[config.mk]
export PLATFORM = sky130hd
export DESIGN_NAME = uart_line_modem_control
export DESIGN_NICKNAME = d
export VERILOG_FILES = /design/src/logic/uart_line_modem_control.v /design/src/logic/uart_serial_engine.v
export VERILOG_INCLUDE_DIRS = /design/src /design/src/pkg
export SDC_FILE = /design/constraint.sdc
export NUM_CORES = 1
export LEC_CHECK = 0
export ABC_CLOCK_PERIOD_IN_PS = 3730
export BUFFER_PORTS_ARGS = -buffer_cell sky130_fd_sc_hd__buf_2
export CORE_ASPECT_RATIO = 1.4
export CORE_UTILIZATION = 40
export DETAILED_ROUTE_END_ITERATION = 8
export PLACE_DENSITY = 0.65
export SLEW_MARGIN = 40
export SYNTH_ARGS = -nofsm -noshare
export SYNTH_HDL_FRONTEND = slang
export SYNTH_SLANG_ARGS = --single-unit
export TNS_END_PERCENT = 30
[constraint.sdc]
create_clock -name clk_sys -period 3.73 [get_ports clk_sys]
set_input_delay 0 -clock clk_sys [delete_from_list [all_inputs] [get_ports clk_sys]]
set_output_delay 0 -clock clk_sys [all_outputs]
set_load 0.01 [all_outputs]
[src/pkg/uart_lmc_regs.vh]
`ifndef UART_LMC_REGS_VH
`define UART_LMC_REGS_VH
// Register offsets
`define OFS_DATA 3'h0
`define OFS_IE 3'h1
`define OFS_IDENT 3'h2
`define OFS_LFC 3'h3
`define OFS_HLC 3'h4
`define OFS_LSTAT 3'h5
`define OFS_MSTAT 3'h6
`define OFS_SCR 3'h7
// Line format fields
`define LFC_PAR_EN 3
`define LFC_EVEN 4
`define LFC_STICK 5
`define LFC_BREAK 6
`define LFC_DIV_SEL 7
// Handshake control fields
`define HLC_DTR 0
`define HLC_RTS 1
`define HLC_SPARE 2
`define HLC_IRQ_GATE 3
`define HLC_LOOP 4
// Ident codes
`define ID_NONE 4'h1
`define ID_LINE 4'h6
`define ID_RDATA 4'h4
`define ID_TMO 4'hC
`define ID_THRE 4'h2
`define ID_MODEM 4'h0
// Reset values
`define RST_LFC 8'h03
`define RST_HLC 8'h00
`define RST_DIV 16'h000D
// Timing
`define OVERSAMPLE 16
`define TMO_CHARS 4
`endif

[src/logic/uart_line_modem_control.v]
`timescale 1ns/100ps
`include "uart_lmc_regs.vh"
// Notes on behaviour
// - Ident register bits 4 and 5 always read zero.
// - Ident bits 6 and 7 read one while FIFO enable is set.
// - FIFO mode: timeout code 1100 after four idle char times, cleared by read.
// - Holding empty code 0010; cleared by ident read as source or data write.
// - Format bits 1:0 pick five to eight data bits.
// - Format bit 2 picks one, one and half, or two stop bits.
// - Receiver samples only the first stop bit.
// - Format bit 3 adds parity after data, before stop.
// - Format bit 4 low odd, high even parity over data plus parity.
// - Stick parity sends and expects inverse of bit 4.
// - Format bit 6 forces serial output low outside loopback.
// - Format bit 7 maps offsets 0 and 1 onto divisor latches.
// - Terminal-ready pin is inverse of control bit 0.
// - Request-to-send pin is inverse of control bit 1.
// - Control bit 2 is a pinless read-write flag, loopback source.
// - Control bit 3 gates the interrupt output enable.
// - Control bit 4 enters loopback and holds serial output high.
// - Loopback ignores serial input and feeds transmitter into receiver.
// - Loopback replaces modem inputs with control bits.
// - Loopback drives all modem control pins high.
// - Loopback keeps all interrupts, modem ones from control bits, enable-gated.
// - Control bits 5 to 7 read zero.
// - Ident bit 0 low when pending, high when idle.
// - Loopback status reads request, ready, spare and gate bits.
module uart_line_modem_control (
  input wire clk_sys,
  input wire rstn,
  input wire [2:0] addr,
  input wire [7:0] wdata,
  input wire wr,
  input wire rd,
  output reg [7:0] rdata,
  output wire txd,
  input wire rxd,
  output wire dtr_n,
  output wire rts_n,
  input wire cts_n,
  input wire dsr_n,
  input wire ri_n,
  input wire dcd_n,
  output wire irq,
  output wire irq_oe_n
);
  reg [7:0] line_format_control;
  reg [7:0] handshake_line_control;
  reg [7:0] ie;
  reg [7:0] scr;
  reg [15:0] div;
  reg fifo_en;
  reg [15:0] bcnt;
  reg tick;
  reg [7:0] thr;
  reg thr_full;
  reg thre_ip;
  reg [7:0] rbr;
  reg dr;
  reg oe, pe, fe, bi;
  reg [3:0] msr_delta;
  reg [3:0] msr_prev;
  reg [1:0] rx_s, cts_s, dsr_s, ri_s, dcd_s;
  reg [9:0] tmo_cnt;
  reg tmo_ip;
  reg [3:0] ident;
  wire loop_on;
  wire div_sel;
  wire [3:0] modem_in;
  wire tx_bit, tx_busy, rx_done, rx_perr, rx_ferr, rx_brk;
  wire [7:0] rx_byte;
  wire rx_src;
  wire tx_load;
  wire wr_data, rd_data, rd_ident, rd_lstat, rd_mstat;
  wire line_ip, rdata_ip, modem_ip;
  wire [7:0] lstat;
  wire [7:0] mstat;
  wire [7:0] ident_byte;
  // ----------------------------------------
  // Decode
  // ----------------------------------------
  assign loop_on = handshake_line_control[`HLC_LOOP];
  assign div_sel = line_format_control[`LFC_DIV_SEL];
  assign wr_data = wr && addr == `OFS_DATA && !div_sel;
  assign rd_data = rd && addr == `OFS_DATA && !div_sel;
  assign rd_ident = rd && addr == `OFS_IDENT;
  assign rd_lstat = rd && addr == `OFS_LSTAT;
  assign rd_mstat = rd && addr == `OFS_MSTAT;
  // ----------------------------------------
  // Pin synchronisers
  // ----------------------------------------
  always @(posedge clk_sys) begin
    if (!rstn) begin
      rx_s <= 2'b11;
      cts_s <= 2'b11;
      dsr_s <= 2'b11;
      ri_s <= 2'b11;
      dcd_s <= 2'b11;
    end else begin
      rx_s <= {rx_s[0], rxd};
      cts_s <= {cts_s[0], cts_n};
      dsr_s <= {dsr_s[0], dsr_n};
      ri_s <= {ri_s[0], ri_n};
      dcd_s <= {dcd_s[0], dcd_n};
    end
  end
  // Order: dcd, ri, dsr, cts (status bits 7..4)
  assign modem_in = loop_on ? {handshake_line_control[`HLC_IRQ_GATE],
                               handshake_line_control[`HLC_SPARE],
                               handshake_line_control[`HLC_DTR],
                               handshake_line_control[`HLC_RTS]}
                            : ~{dcd_s[1], ri_s[1], dsr_s[1], cts_s[1]};
  assign rx_src = loop_on ? tx_bit : rx_s[1];
  // ----------------------------------------
  // Pins
  // ----------------------------------------
  assign txd = loop_on ? 1'b1 : (line_format_control[`LFC_BREAK] ? 1'b0 : tx_bit);
  assign dtr_n = loop_on ? 1'b1 : ~handshake_line_control[`HLC_DTR];
  assign rts_n = loop_on ? 1'b1 : ~handshake_line_control[`HLC_RTS];
  // Pin released in loopback as the gate output is a control pin too
  assign irq_oe_n = ~(handshake_line_control[`HLC_IRQ_GATE] && !loop_on);
  assign irq = ident[0] == 1'b0;
  // ----------------------------------------
  // Baud tick, 16x
  // ----------------------------------------
  always @(posedge clk_sys) begin
    if (!rstn) begin
      bcnt <= 16'h0000;
      tick <= 1'b0;
    end else begin
      tick <= 1'b0;
      if (wr && div_sel && (addr == `OFS_DATA || addr == `OFS_IE)) bcnt <= 16'h0000;
      else if (bcnt >= div - 16'h0001 || div == 16'h0000) begin
        bcnt <= 16'h0000;
        tick <= 1'b1;
      end else bcnt <= bcnt + 16'h0001;
    end
  end
  assign tx_load = thr_full && !tx_busy;
  uart_serial_engine u_engine (
    .clk_sys(clk_sys),
    .rstn(rstn),
    .tick(tick),
    .lfc(line_format_control),
    .tx_load(tx_load),
    .tx_byte(thr),
    .tx_busy(tx_busy),
    .tx_bit(tx_bit),
    .rx_in(rx_src),
    .rx_done(rx_done),
    .rx_byte(rx_byte),
    .rx_perr(rx_perr),
    .rx_ferr(rx_ferr),
    .rx_brk(rx_brk)
  );
  // ----------------------------------------
  // Registers and event flags
  // ----------------------------------------
  always @(posedge clk_sys) begin
    if (!rstn) begin
      line_format_control <= `RST_LFC;
      handshake_line_control <= `RST_HLC;
      ie <= 8'h00;
      scr <= 8'h00;
      div <= `RST_DIV;
      fifo_en <= 1'b0;
      thr <= 8'h00;
      thr_full <= 1'b0;
      thre_ip <= 1'b0;
      rbr <= 8'h00;
      dr <= 1'b0;
      oe <= 1'b0;
      pe <= 1'b0;
      fe <= 1'b0;
      bi <= 1'b0;
      msr_delta <= 4'h0;
      msr_prev <= 4'h0;
      tmo_cnt <= 10'h000;
      tmo_ip <= 1'b0;
    end else begin
      msr_prev <= modem_in;
      if (wr) begin
        if (addr == `OFS_DATA) begin
          if (div_sel) div[7:0] <= wdata;
          else begin
            thr <= wdata;
            thr_full <= 1'b1;
          end
        end else if (addr == `OFS_IE) begin
          if (div_sel) div[15:8] <= wdata;
          else ie <= {4'h0, wdata[3:0]};
        end else if (addr == `OFS_IDENT) begin
          fifo_en <= wdata[0];
        end else if (addr == `OFS_LFC) begin
          line_format_control <= wdata;
        end else if (addr == `OFS_HLC) begin
          handshake_line_control <= {3'b000, wdata[4:0]};
        end else if (addr == `OFS_SCR) begin
          scr <= wdata;
        end
      end
      if (tx_load) thr_full <= 1'b0;
      // Holding-empty: set on transfer wins over any clear
      if (tx_load) thre_ip <= 1'b1;
      else if (wr_data || (rd_ident && ident == `ID_THRE)) thre_ip <= 1'b0;
      if (rd_data) dr <= 1'b0;
      if (rd_lstat) begin
        oe <= 1'b0;
        pe <= 1'b0;
        fe <= 1'b0;
        bi <= 1'b0;
      end
      if (rx_done) begin
        rbr <= rx_byte;
        dr <= 1'b1;
        if (dr && !rd_data) oe <= 1'b1;
        if (rx_perr) pe <= 1'b1;
        if (rx_ferr) fe <= 1'b1;
        if (rx_brk) bi <= 1'b1;
      end
      // Delta sources from control bits in loopback too
      msr_delta <= (rd_mstat ? 4'h0 : msr_delta)
                 | {modem_in[3] ^ msr_prev[3], ~modem_in[2] & msr_prev[2],
                    modem_in[1] ^ msr_prev[1], modem_in[0] ^ msr_prev[0]};
      // Idle counter in ticks; a read or a new byte restarts it
      if (!fifo_en || !dr || rd_data || rx_done) begin
        tmo_cnt <= 10'h000;
        if (rd_data || !fifo_en) tmo_ip <= 1'b0;
      end else if (tick) begin
        if (tmo_cnt == `TMO_CHARS * 11 * `OVERSAMPLE - 1) tmo_ip <= 1'b1;
        else tmo_cnt <= tmo_cnt + 10'h001;
      end
    end
  end
  // ----------------------------------------
  // Interrupt priority
  // ----------------------------------------
  assign line_ip = ie[2] && (oe || pe || fe || bi);
  assign rdata_ip = ie[0] && dr;
  assign modem_ip = ie[3] && (msr_delta != 4'h0);
  always @* begin
    if (line_ip) ident = `ID_LINE;
    else if (ie[0] && tmo_ip && fifo_en) ident = `ID_TMO;
    else if (rdata_ip) ident = `ID_RDATA;
    else if (ie[1] && thre_ip) ident = `ID_THRE;
    else if (modem_ip) ident = `ID_MODEM;
    else ident = `ID_NONE;
  end
  assign ident_byte = {fifo_en, fifo_en, 2'b00, ident};
  assign lstat = {1'b0, ~thr_full & ~tx_busy, ~thr_full, bi, fe, pe, oe, dr};
  assign mstat = {modem_in, msr_delta};
  // ----------------------------------------
  // Read port
  // ----------------------------------------
  always @(posedge clk_sys) begin
    if (!rstn) rdata <= 8'h00;
    else if (rd) begin
      if (addr == `OFS_DATA) rdata <= div_sel ? div[7:0] : rbr;
      else if (addr == `OFS_IE) rdata <= div_sel ? div[15:8] : ie;
      else if (addr == `OFS_IDENT) rdata <= ident_byte;
      else if (addr == `OFS_LFC) rdata <= line_format_control;
      else if (addr == `OFS_HLC) rdata <= handshake_line_control;
      else if (addr == `OFS_LSTAT) rdata <= lstat;
      else if (addr == `OFS_MSTAT) rdata <= mstat;
      else rdata <= scr;
    end else rdata <= 8'h00;
  end
endmodule // uart_line_modem_control

[src/logic/uart_serial_engine.v]
`timescale 1ns/100ps
`include "uart_lmc_regs.vh"
// Serial transmitter and receiver driven by a 16x tick
module uart_serial_engine (
  input wire clk_sys,
  input wire rstn,
  input wire tick,
  input wire [7:0] lfc,
  input wire tx_load,
  input wire [7:0] tx_byte,
  output reg tx_busy,
  output reg tx_bit,
  input wire rx_in,
  output reg rx_done,
  output reg [7:0] rx_byte,
  output reg rx_perr,
  output reg rx_ferr,
  output reg rx_brk
);
  localparam S_IDLE = 4'h1;
  localparam S_DATA = 4'h2;
  localparam S_PAR = 4'h4;
  localparam S_STOP = 4'h8;
  wire [3:0] nbits;
  wire par_tx;
  wire [3:0] stop_ticks;
  reg [3:0] ts;
  reg [3:0] tdiv;
  reg [3:0] tcnt;
  reg [5:0] tstop;
  reg [7:0] tsh;
  reg tpar;
  reg [3:0] rs;
  reg [3:0] rdiv;
  reg [3:0] rcnt;
  reg [7:0] rsh;
  reg rpar;
  reg rzero;
  assign nbits = {2'b00, lfc[1:0]} + 4'h5;
  // Even select and odd select both fold in the parity bit itself
  assign par_tx = lfc[`LFC_STICK] ? ~lfc[`LFC_EVEN] : (~lfc[`LFC_EVEN] ^ tpar);
  assign stop_ticks = 4'hF;
  always @(posedge clk_sys) begin
    if (!rstn) begin
      ts <= S_IDLE;
      tx_busy <= 1'b0;
      tx_bit <= 1'b1;
      tdiv <= 4'h0;
      tcnt <= 4'h0;
      tstop <= 6'h00;
      tsh <= 8'h00;
      tpar <= 1'b0;
    end else begin
      case (ts)
        S_IDLE: begin
          tx_bit <= 1'b1;
          if (tx_load) begin
            tsh <= tx_byte;
            tpar <= 1'b0;
            tx_busy <= 1'b1;
            tx_bit <= 1'b0;
            tdiv <= 4'h0;
            tcnt <= 4'h0;
            ts <= S_DATA;
          end
        end
        S_DATA: if (tick) begin
          tdiv <= tdiv + 4'h1;
          if (tdiv == 4'hF) begin
            if (tcnt == nbits) begin
              if (lfc[`LFC_PAR_EN]) begin
                tx_bit <= par_tx;
                ts <= S_PAR;
              end else begin
                tx_bit <= 1'b1;
                tstop <= 6'h00;
                ts <= S_STOP;
              end
            end else begin
              tx_bit <= tsh[0];
              tpar <= tpar ^ tsh[0];
              tsh <= {1'b0, tsh[7:1]};
              tcnt <= tcnt + 4'h1;
            end
          end
        end
        S_PAR: if (tick) begin
          tdiv <= tdiv + 4'h1;
          if (tdiv == 4'hF) begin
            tx_bit <= 1'b1;
            tstop <= 6'h00;
            ts <= S_STOP;
          end
        end
        default: if (tick) begin
          tstop <= tstop + 6'h01;
          // 16, 24 or 32 ticks of stop
          if ((!lfc[2] && tstop == 6'd15) || (lfc[2] && lfc[1:0] == 2'b00 && tstop == 6'd23)
              || (lfc[2] && lfc[1:0] != 2'b00 && tstop == 6'd31)) begin
            tx_busy <= 1'b0;
            ts <= S_IDLE;
          end
        end
      endcase
    end
  end
  always @(posedge clk_sys) begin
    if (!rstn) begin
      rs <= S_IDLE;
      rdiv <= 4'h0;
      rcnt <= 4'h0;
      rsh <= 8'h00;
      rpar <= 1'b0;
      rzero <= 1'b1;
      rx_done <= 1'b0;
      rx_byte <= 8'h00;
      rx_perr <= 1'b0;
      rx_ferr <= 1'b0;
      rx_brk <= 1'b0;
    end else begin
      rx_done <= 1'b0;
      case (rs)
        S_IDLE: if (tick && !rx_in) begin
          rdiv <= 4'h0;
          rcnt <= 4'h0;
          rsh <= 8'h00;
          rpar <= 1'b0;
          rzero <= 1'b1;
          rs <= S_DATA;
        end
        S_DATA: if (tick) begin
          rdiv <= rdiv + 4'h1;
          // Start mid at 8, then every 16 ticks
          if (rcnt == 4'h0 && rdiv == 4'h7) begin
            if (rx_in) rs <= S_IDLE;
            else begin
              rdiv <= 4'h0;
              rcnt <= 4'h1;
            end
          end else if (rcnt != 4'h0 && rdiv == 4'hF) begin
            rsh <= {rx_in, rsh[7:1]};
            rpar <= rpar ^ rx_in;
            rzero <= rzero & ~rx_in;
            rcnt <= rcnt + 4'h1;
            if (rcnt == nbits) rs <= lfc[`LFC_PAR_EN] ? S_PAR : S_STOP;
          end
        end
        S_PAR: if (tick) begin
          rdiv <= rdiv + 4'h1;
          if (rdiv == 4'hF) begin
            rzero <= rzero & ~rx_in;
            rx_perr <= lfc[`LFC_STICK] ? (rx_in != ~lfc[`LFC_EVEN])
                     : ((rpar ^ rx_in) != ~lfc[`LFC_EVEN]);
            rs <= S_STOP;
          end
        end
        default: if (tick) begin
          rdiv <= rdiv + 4'h1;
          // Only the first stop bit is sampled
          if (rdiv == 4'hF) begin
            if (!lfc[`LFC_PAR_EN]) rx_perr <= 1'b0;
            rx_ferr <= ~rx_in;
            rx_brk <= rzero & ~rx_in;
            rx_byte <= rsh >> (4'h8 - nbits);
            rx_done <= 1'b1;
            rs <= S_IDLE;
          end
        end
      endcase
    end
  end
endmodule // uart_serial_engine

Yosys cells after proc, flatten, opt, wreduce, memory -nomap -nowiden
Index checks and enable logic that the tools add are counted.
W data, S select, Z words.
{ "word_totals": {"elab_cells": 375, "output_inout_bits": 13, "reg_bits": 182, "inputBits": 20} }
{ "classes": {"order_cmp": 1, "n_shift": 1, "mux": 137, "bitwise": 33, "n_eq_ne": 46, "add_sub_neg": 10, "reduce_logical": 100} }
{ "ops": {"columns": ["operator", "n"], "rows": [
  ["$mux W4", 37],
  ["$mux W8", 17],
  ["$mux W1", 59],
  ["$mux W6", 7],
  ["$pmux W4 S2", 4],
  ["$pmux W8 S2", 2],
  ["$logic_and A1 B1 Y1", 27],
  ["$reduce_and A5 Y1", 5],
  ["$pmux W4 S3", 2],
  ["$not A1 Y1", 22],
  ["$reduce_bool A2 Y1", 11],
  ["$reduce_and A4 Y1", 5],
  ["$ne A2 B1 Y1 const B", 9],
  ["$pmux W6 S3", 1],
  ["$reduce_and A3 Y1", 6],
  ["$add A16 B1 Y16 const B", 1],
  ["$add A4 B1 Y4 const B", 4],
  ["$ge A16 B16 Y1", 1],
  ["$logic_not A16 Y1", 1],
  ["$ne A2 B2 Y1 const B", 8],
  ["$sub A16 B1 Y16 const B", 1],
  ["$reduce_and A7 Y1", 2],
  ["$eq A3 B3 Y1 const B", 4],
  ["$eq A4 B2 Y1 const B", 3],
  ["other kinds (40)", 89]
]} }

Logic depth before layout (Yosys ltp)
{ "depth": {"word_depth": 12, "mapped_depth": 13, "depth_no_buf": 12} }

Hierarchy
A second synthesis with hierarchy kept.
{ "hier_totals": {"cells_unflattened": 1054, "hier_area_um2": 9253.9} }
{ "by_module_without_submodules": {"columns": ["module", "cells_per_inst", "area_each_um2", "instances", "seq_area_each_um2"], "rows": [
  ["uart_line_modem_control", 656, 5775.5, 1, 2382.3],
  ["uart_serial_engine", 398, 3478.3, 1, 1261.2]
]} }

Worst setup path before layout
No wires, ideal clock.
{ "synth_timing": {"path_kind": "register to register", "from": "reg div[4]", "to": "reg bcnt[15]", "synth_period_minus_slack_ps": 2779, "path_stages_with_launch": 13, "setup_slack_ps": 951, "setup_ps": 132, "required_ps": 3598, "arrival_ps": 2647, "n_path_buf": 1, "cell_sequence": "dfxtp_1 -> nor4_1 -> nand3b_1 -> nor3_1 -> nand3b_1 -> xor2_1 -> ha_1 -> nand4_1 -> nor2_1 -> nand3_1 -> nor2_1 -> clkbuf_1 -> nor3_1"} }
{ "synth_between": {"elab_chain_cells": 4, "elab_cells_between_ends": 5, "classes_between": "1 x add/sub; 1 x order compare; 3 x reduce/logical"} }
{ "synth_lines": {"columns": ["item", "line_no", "source"], "rows": [
  ["from (decl)", "uart_line_modem_control.v:51", "reg [15:0] div;"],
  ["from (signal assigned)", "uart_line_modem_control.v:165", "div <= `RST_DIV;"],
  ["from (signal assigned)", "uart_line_modem_control.v:184", "if (div_sel) div[7:0] <= wdata;"],
  ["$sub A16 B1 Y16", "uart_line_modem_control.v:133", "else if (bcnt >= div - 16'h0001 || div == 16'h0000) begin"],
  ["$ge A16 B16 Y1", "uart_line_modem_control.v:133", null],
  ["$logic_or A1 B1 Y1 (*)", "uart_line_modem_control.v:133", null],
  ["$reduce_or A3 Y1 (no source line) (*)", null, null],
  ["to (signal assigned)", "uart_line_modem_control.v:136", "end else bcnt <= bcnt + 16'h0001;"],
  ["to (decl)", "uart_line_modem_control.v:53", "reg [15:0] bcnt;"]
]} }
Mark *: on every way between the ends. The rest lies on a longest branch, timed or not.
A chain may end at the register's enable or synchronous reset.

Worst setup path in the final report
{ "layout_timing": {"from": "reg div[4]", "to": "reg bcnt[14]"} }
The elaborated chain is that of the path after synthesis.

==> summary by stage <==
Timing
The number of slew-limit violations in the final report was 0. The worst path uses 80.8% of the clock period. Setup repair after global routing left no endpoint under its margin. The count of final setup violators is 0. The final worst setup slack is 0.715 ns. The final period demand of the worst path is a little over 3 ns. The maximum operating frequency is 0.332 GHz. Between clock sinks in the finished design, the worst skew comes to 0.00838 ns. The actual transition at the worst max-transition pin is ~0.80 ns. The final-report hold violation count is 0.

Headroom to the max-slew limit came out at 47.0%. For the final routed database, the setup TNS stands at 0 ns.

Power
The standby leakage power is 0.00371 µW. The total design power is 3960 µW. The maximum ir drop on the vdd rail is about 0.30 mV. Power spread over the standard cell area amounts to 387 nW/µm².

Yosys
Yosys attributes the largest share of cell area to sky130_fd_sc_hd__dfxtp_1 40%, sky130_fd_sc_hd__mux2i_1 6.7%, sky130_fd_sc_hd__nand2_1 5.1%. Synthesis produced a netlist with a net count of 1084. Of the synthesized area, sequential elements account for between 40% and 50%.

Summed over all instances, the cell type with the most area after synthesis is sky130_fd_sc_hd__dfxtp_1. Counting distinct cell types in the post-synthesis netlist gives 84. Yosys instantiated no cell more often than sky130_fd_sc_hd__dfxtp_1. After synthesis the netlist holds a flip-flop and latch count of 182. The count of synthesis-stage warnings from yosys is 0. Yosys mapped a number of flops with a built-in enable equal to 0.

By count the netlist is led by 182 x sky130_fd_sc_hd__dfxtp_1, 124 x sky130_fd_sc_hd__nand2_1, 108 x sky130_fd_sc_hd__nor2_1. In the synthesized netlist the dominant register cell turns out to be sky130_fd_sc_hd__dfxtp_1. The synthesized area per cell is 8.78 µm². In the synthesized netlist the async set-or-reset flop fraction comes to 0%. The synthesized instance count is 1037. The synthesized cell area is 9100 µm².

The synthesized design devotes to its leading area cell type 40.0% of total area.

Setup path
The register-to-register path setup slack is 0.71 ns. In this run the critical register-to-register path is launched from div[4]$_SDFFE_PN0P_. The worst endpoint required time is 4.08 ns. The number of cells on the worst reg-to-reg path is 11.

The launching element type of the critical path is a register. The kind of end point of the critical path is a register. Of all nets on the critical path, the largest fanout is 16. The category of the most critical setup path is reg2reg. At the worst endpoint, the arrival time is 3.36 ns. The worst register-to-register path ends at bcnt[14]$_SDFF_PP0_.

Floorplan
The die is 129 µm wide. The core region is 22100 µm². The height of the die is about 180 µm. Once the floorplan was initialized, standard cells occupied 41.2% of the core. The floorplan has 64 rows.

The number of primary I/O pins is 33. The die covers 23400 µm².

Detailed routing
The post-detailed-route via-to-cell ratio is 5.51. The total number of vias is roughly 7600. The count of nets left with antenna violations once routing finished came out at 0. The count of unresolved DRC violations after routing is 0.

The DRC violation total after the first TritonRoute iteration is approximately 440. The wire length per cell is 16.9 µm. Before antenna repair, the detailed router went through 5 iterations.

The detailed-route wire length is 23.2 mm.

GRT
The first global-routing pass estimated 38.0 mm of wire. The maximum number of pins on one net before global-route repair is 74. The number of antenna violations at the first check in global routing is 0. The global-route usage over all layers is 20.9%. The number of global-route vias before repair is 7305. The total global routing overflow is 0.

Placed design
The HPWL reported at the end of detailed placement is around 17 mm. The port buffer count is 32. The post-placement worst setup slack is 0.442 ns. Counting tap cells, the placed design contains a total of roughly 1300 instances. The congestion estimate from routability-driven global placement came to 0.866.

Cells and area
The number of non-filler instances in the completed layout is 1374. The final layout net count is about 1100. Relative to the synthesized area, the layout overhead comes to 12.4%. The post-route netlist has 10.4% of its cells at a drive strength greater than 1. The number of antenna diodes in the final layout is 0.

Clocking
Counting along the longest clock path gives a buffer depth of 2. The clock sink count is 182. The CTS tree is done. The clock root buffer master is sky130_fd_sc_hd__clkbuf_16. The clock-pin slew reported for the worst setup and hold paths after clock tree synthesis is 0.07 ns. Counting the buffers created by CTS gives 17. The number of gates resized after CTS was 0. The insertion delay of the later-clocked pin in the worst-skew pair is 0.43 ns.

The H-tree depth is 4.

Min path
The min-delay analysis places its worst path in the category in2reg. The worst hold path was traced through 4 stages. The worst hold path terminates at thre_ip$_SDFFE_PN0P_. The worst hold path begins at rd.

Job
Max-cap violations in this run came to 0.

Outcome
The flow ran to the end, and the final reports show no timing, DRC or antenna violations.
==> through the flow <==
stage	cell area (µm²)	hold WS [ns]	util, %
2_1_floorplan	9100	0.101	-
3_3_place_gp	9490	0.184	42.9
3_5_place_dp	9500	0.184	43.0
4_1_cts	10200	0.0199	46.2
5_1_grt	10200	0.0440	46.3
6_report	10200	0.0436	46.3
==> timing repair <==
| action | 4_1_cts | 5_1_grt |
|---|---|---|
| hold buffers | 15 | 0 |
| endpoints found under the setup margin | 0 | 1 |
| buffers inserted | 0 | 1 |
| hold endpoints to repair | 50 | 0 |
==> sequential cells by signal (all words and copies together) (netlist names), 5 cells and up <==
register	count
u_engine.rsh	8
thr	8
div	16
rbr	8
line_format_control	8
tmo_cnt	10
u_engine.tstop	6
handshake_line_control	5
scr	8
u_engine.tsh	8
u_engine.rx_byte	8
rdata	8
bcnt	16
==> routing by layer <==
layer	global-route usage, %	routed length [µm]	up-vias
met5	0	0	-
met4	9.35	801	0
met3	3.95	796	49
met2	36.3	11800	160
met1	24.6	9840	3622
li1	-	-	3743
==> layout by cell type (no fill, tap or decap), types with 17 or more instances in the layout <==
cell                        count
sky130_fd_sc_hd__a21oi_1       71
sky130_fd_sc_hd__ha_1          27
sky130_fd_sc_hd__nand3_1       47
sky130_fd_sc_hd__clkbuf_16     17
sky130_fd_sc_hd__dfxtp_1      182
sky130_fd_sc_hd__nor3_1        27
sky130_fd_sc_hd__xor2_1        24
sky130_fd_sc_hd__mux2i_1       61
sky130_fd_sc_hd__nand2_1      124
sky130_fd_sc_hd__xnor2_1       33
sky130_fd_sc_hd__inv_1         23
sky130_fd_sc_hd__buf_2         32
sky130_fd_sc_hd__nor2_1       108
sky130_fd_sc_hd__o21ai_0       26
sky130_fd_sc_hd__nand2b_1      21
==> worst max-delay path, stage by stage, from the launching register on <==
cell and delay, ns:
sky130_fd_sc_hd__dfxtp_1 0.38, sky130_fd_sc_hd__nor4_1 0.45, sky130_fd_sc_hd__nand3b_1 0.19, sky130_fd_sc_hd__nor4_1 0.29, sky130_fd_sc_hd__xnor2_1 0.17, sky130_fd_sc_hd__ha_1 0.28
sky130_fd_sc_hd__and3_1 0.16, sky130_fd_sc_hd__a221oi_1 0.29, sky130_fd_sc_hd__a2bb2oi_1 0.22, sky130_fd_sc_hd__nand3b_1 0.10, sky130_fd_sc_hd__buf_4 0.20, sky130_fd_sc_hd__nor3_1 0.19
==> kinds of logic after synthesis <==
group / after synthesis / synth area share, %
AO/OA/AOI/OAI: 192 / 14.3
XOR/XNOR: 57 / 5.49
multiplexers: 73 / 9.18
buffers and inverters: 79 / 3.75
adder cells (fa/ha/maj): 27 / 3.71
flip-flops: 182 / 40.0
AND/OR/NAND/NOR: 427 / 23.5
==> worst max path at each step <==
stage / depth (start not counted) / slack [ns] / start / endpoint
after floorplan: 12 / 0.95 / div[4]$_SDFFE_PN0P_ / bcnt[15]$_SDFF_PP0_
after global placement: 10 / 0.57 / div[4]$_SDFFE_PN0P_ / bcnt[1]$_SDFF_PP0_
after detailed placement: 10 / 0.44 / div[4]$_SDFFE_PN0P_ / bcnt[6]$_SDFF_PP0_
after CTS: 10 / 0.38 / div[4]$_SDFFE_PN0P_ / bcnt[14]$_SDFF_PP0_
after global routing: 11 / 0.38 / div[4]$_SDFFE_PN0P_ / bcnt[14]$_SDFF_PP0_
final: 11 / 0.71 / div[4]$_SDFFE_PN0P_ / bcnt[14]$_SDFF_PP0_
==> report_power, final <==
part / internal (µW) / switching, µW / total, µW
registers: 1970 / 20.4 / 1990
clock network: 953 / 794 / 1750
logic: 81.9 / 143 / 225
total: 3000 / 958 / 3960
==> layout make-up <==
| type | count | area [µm²] |
|---|---|---|
| clock buffer | 21 | 450 |
| clock inverter | 11 | 118 |
| fill | 2181 | 11900 |
| inverter | 25 | 95.1 |
| multi-input combinational | 776 | 5120 |
| sequential | 182 | 3640 |
| tap | 297 | 372 |
| timing repair buffer | 62 | 423 |
No activity file was read; power rests on OpenSTA's default activity.
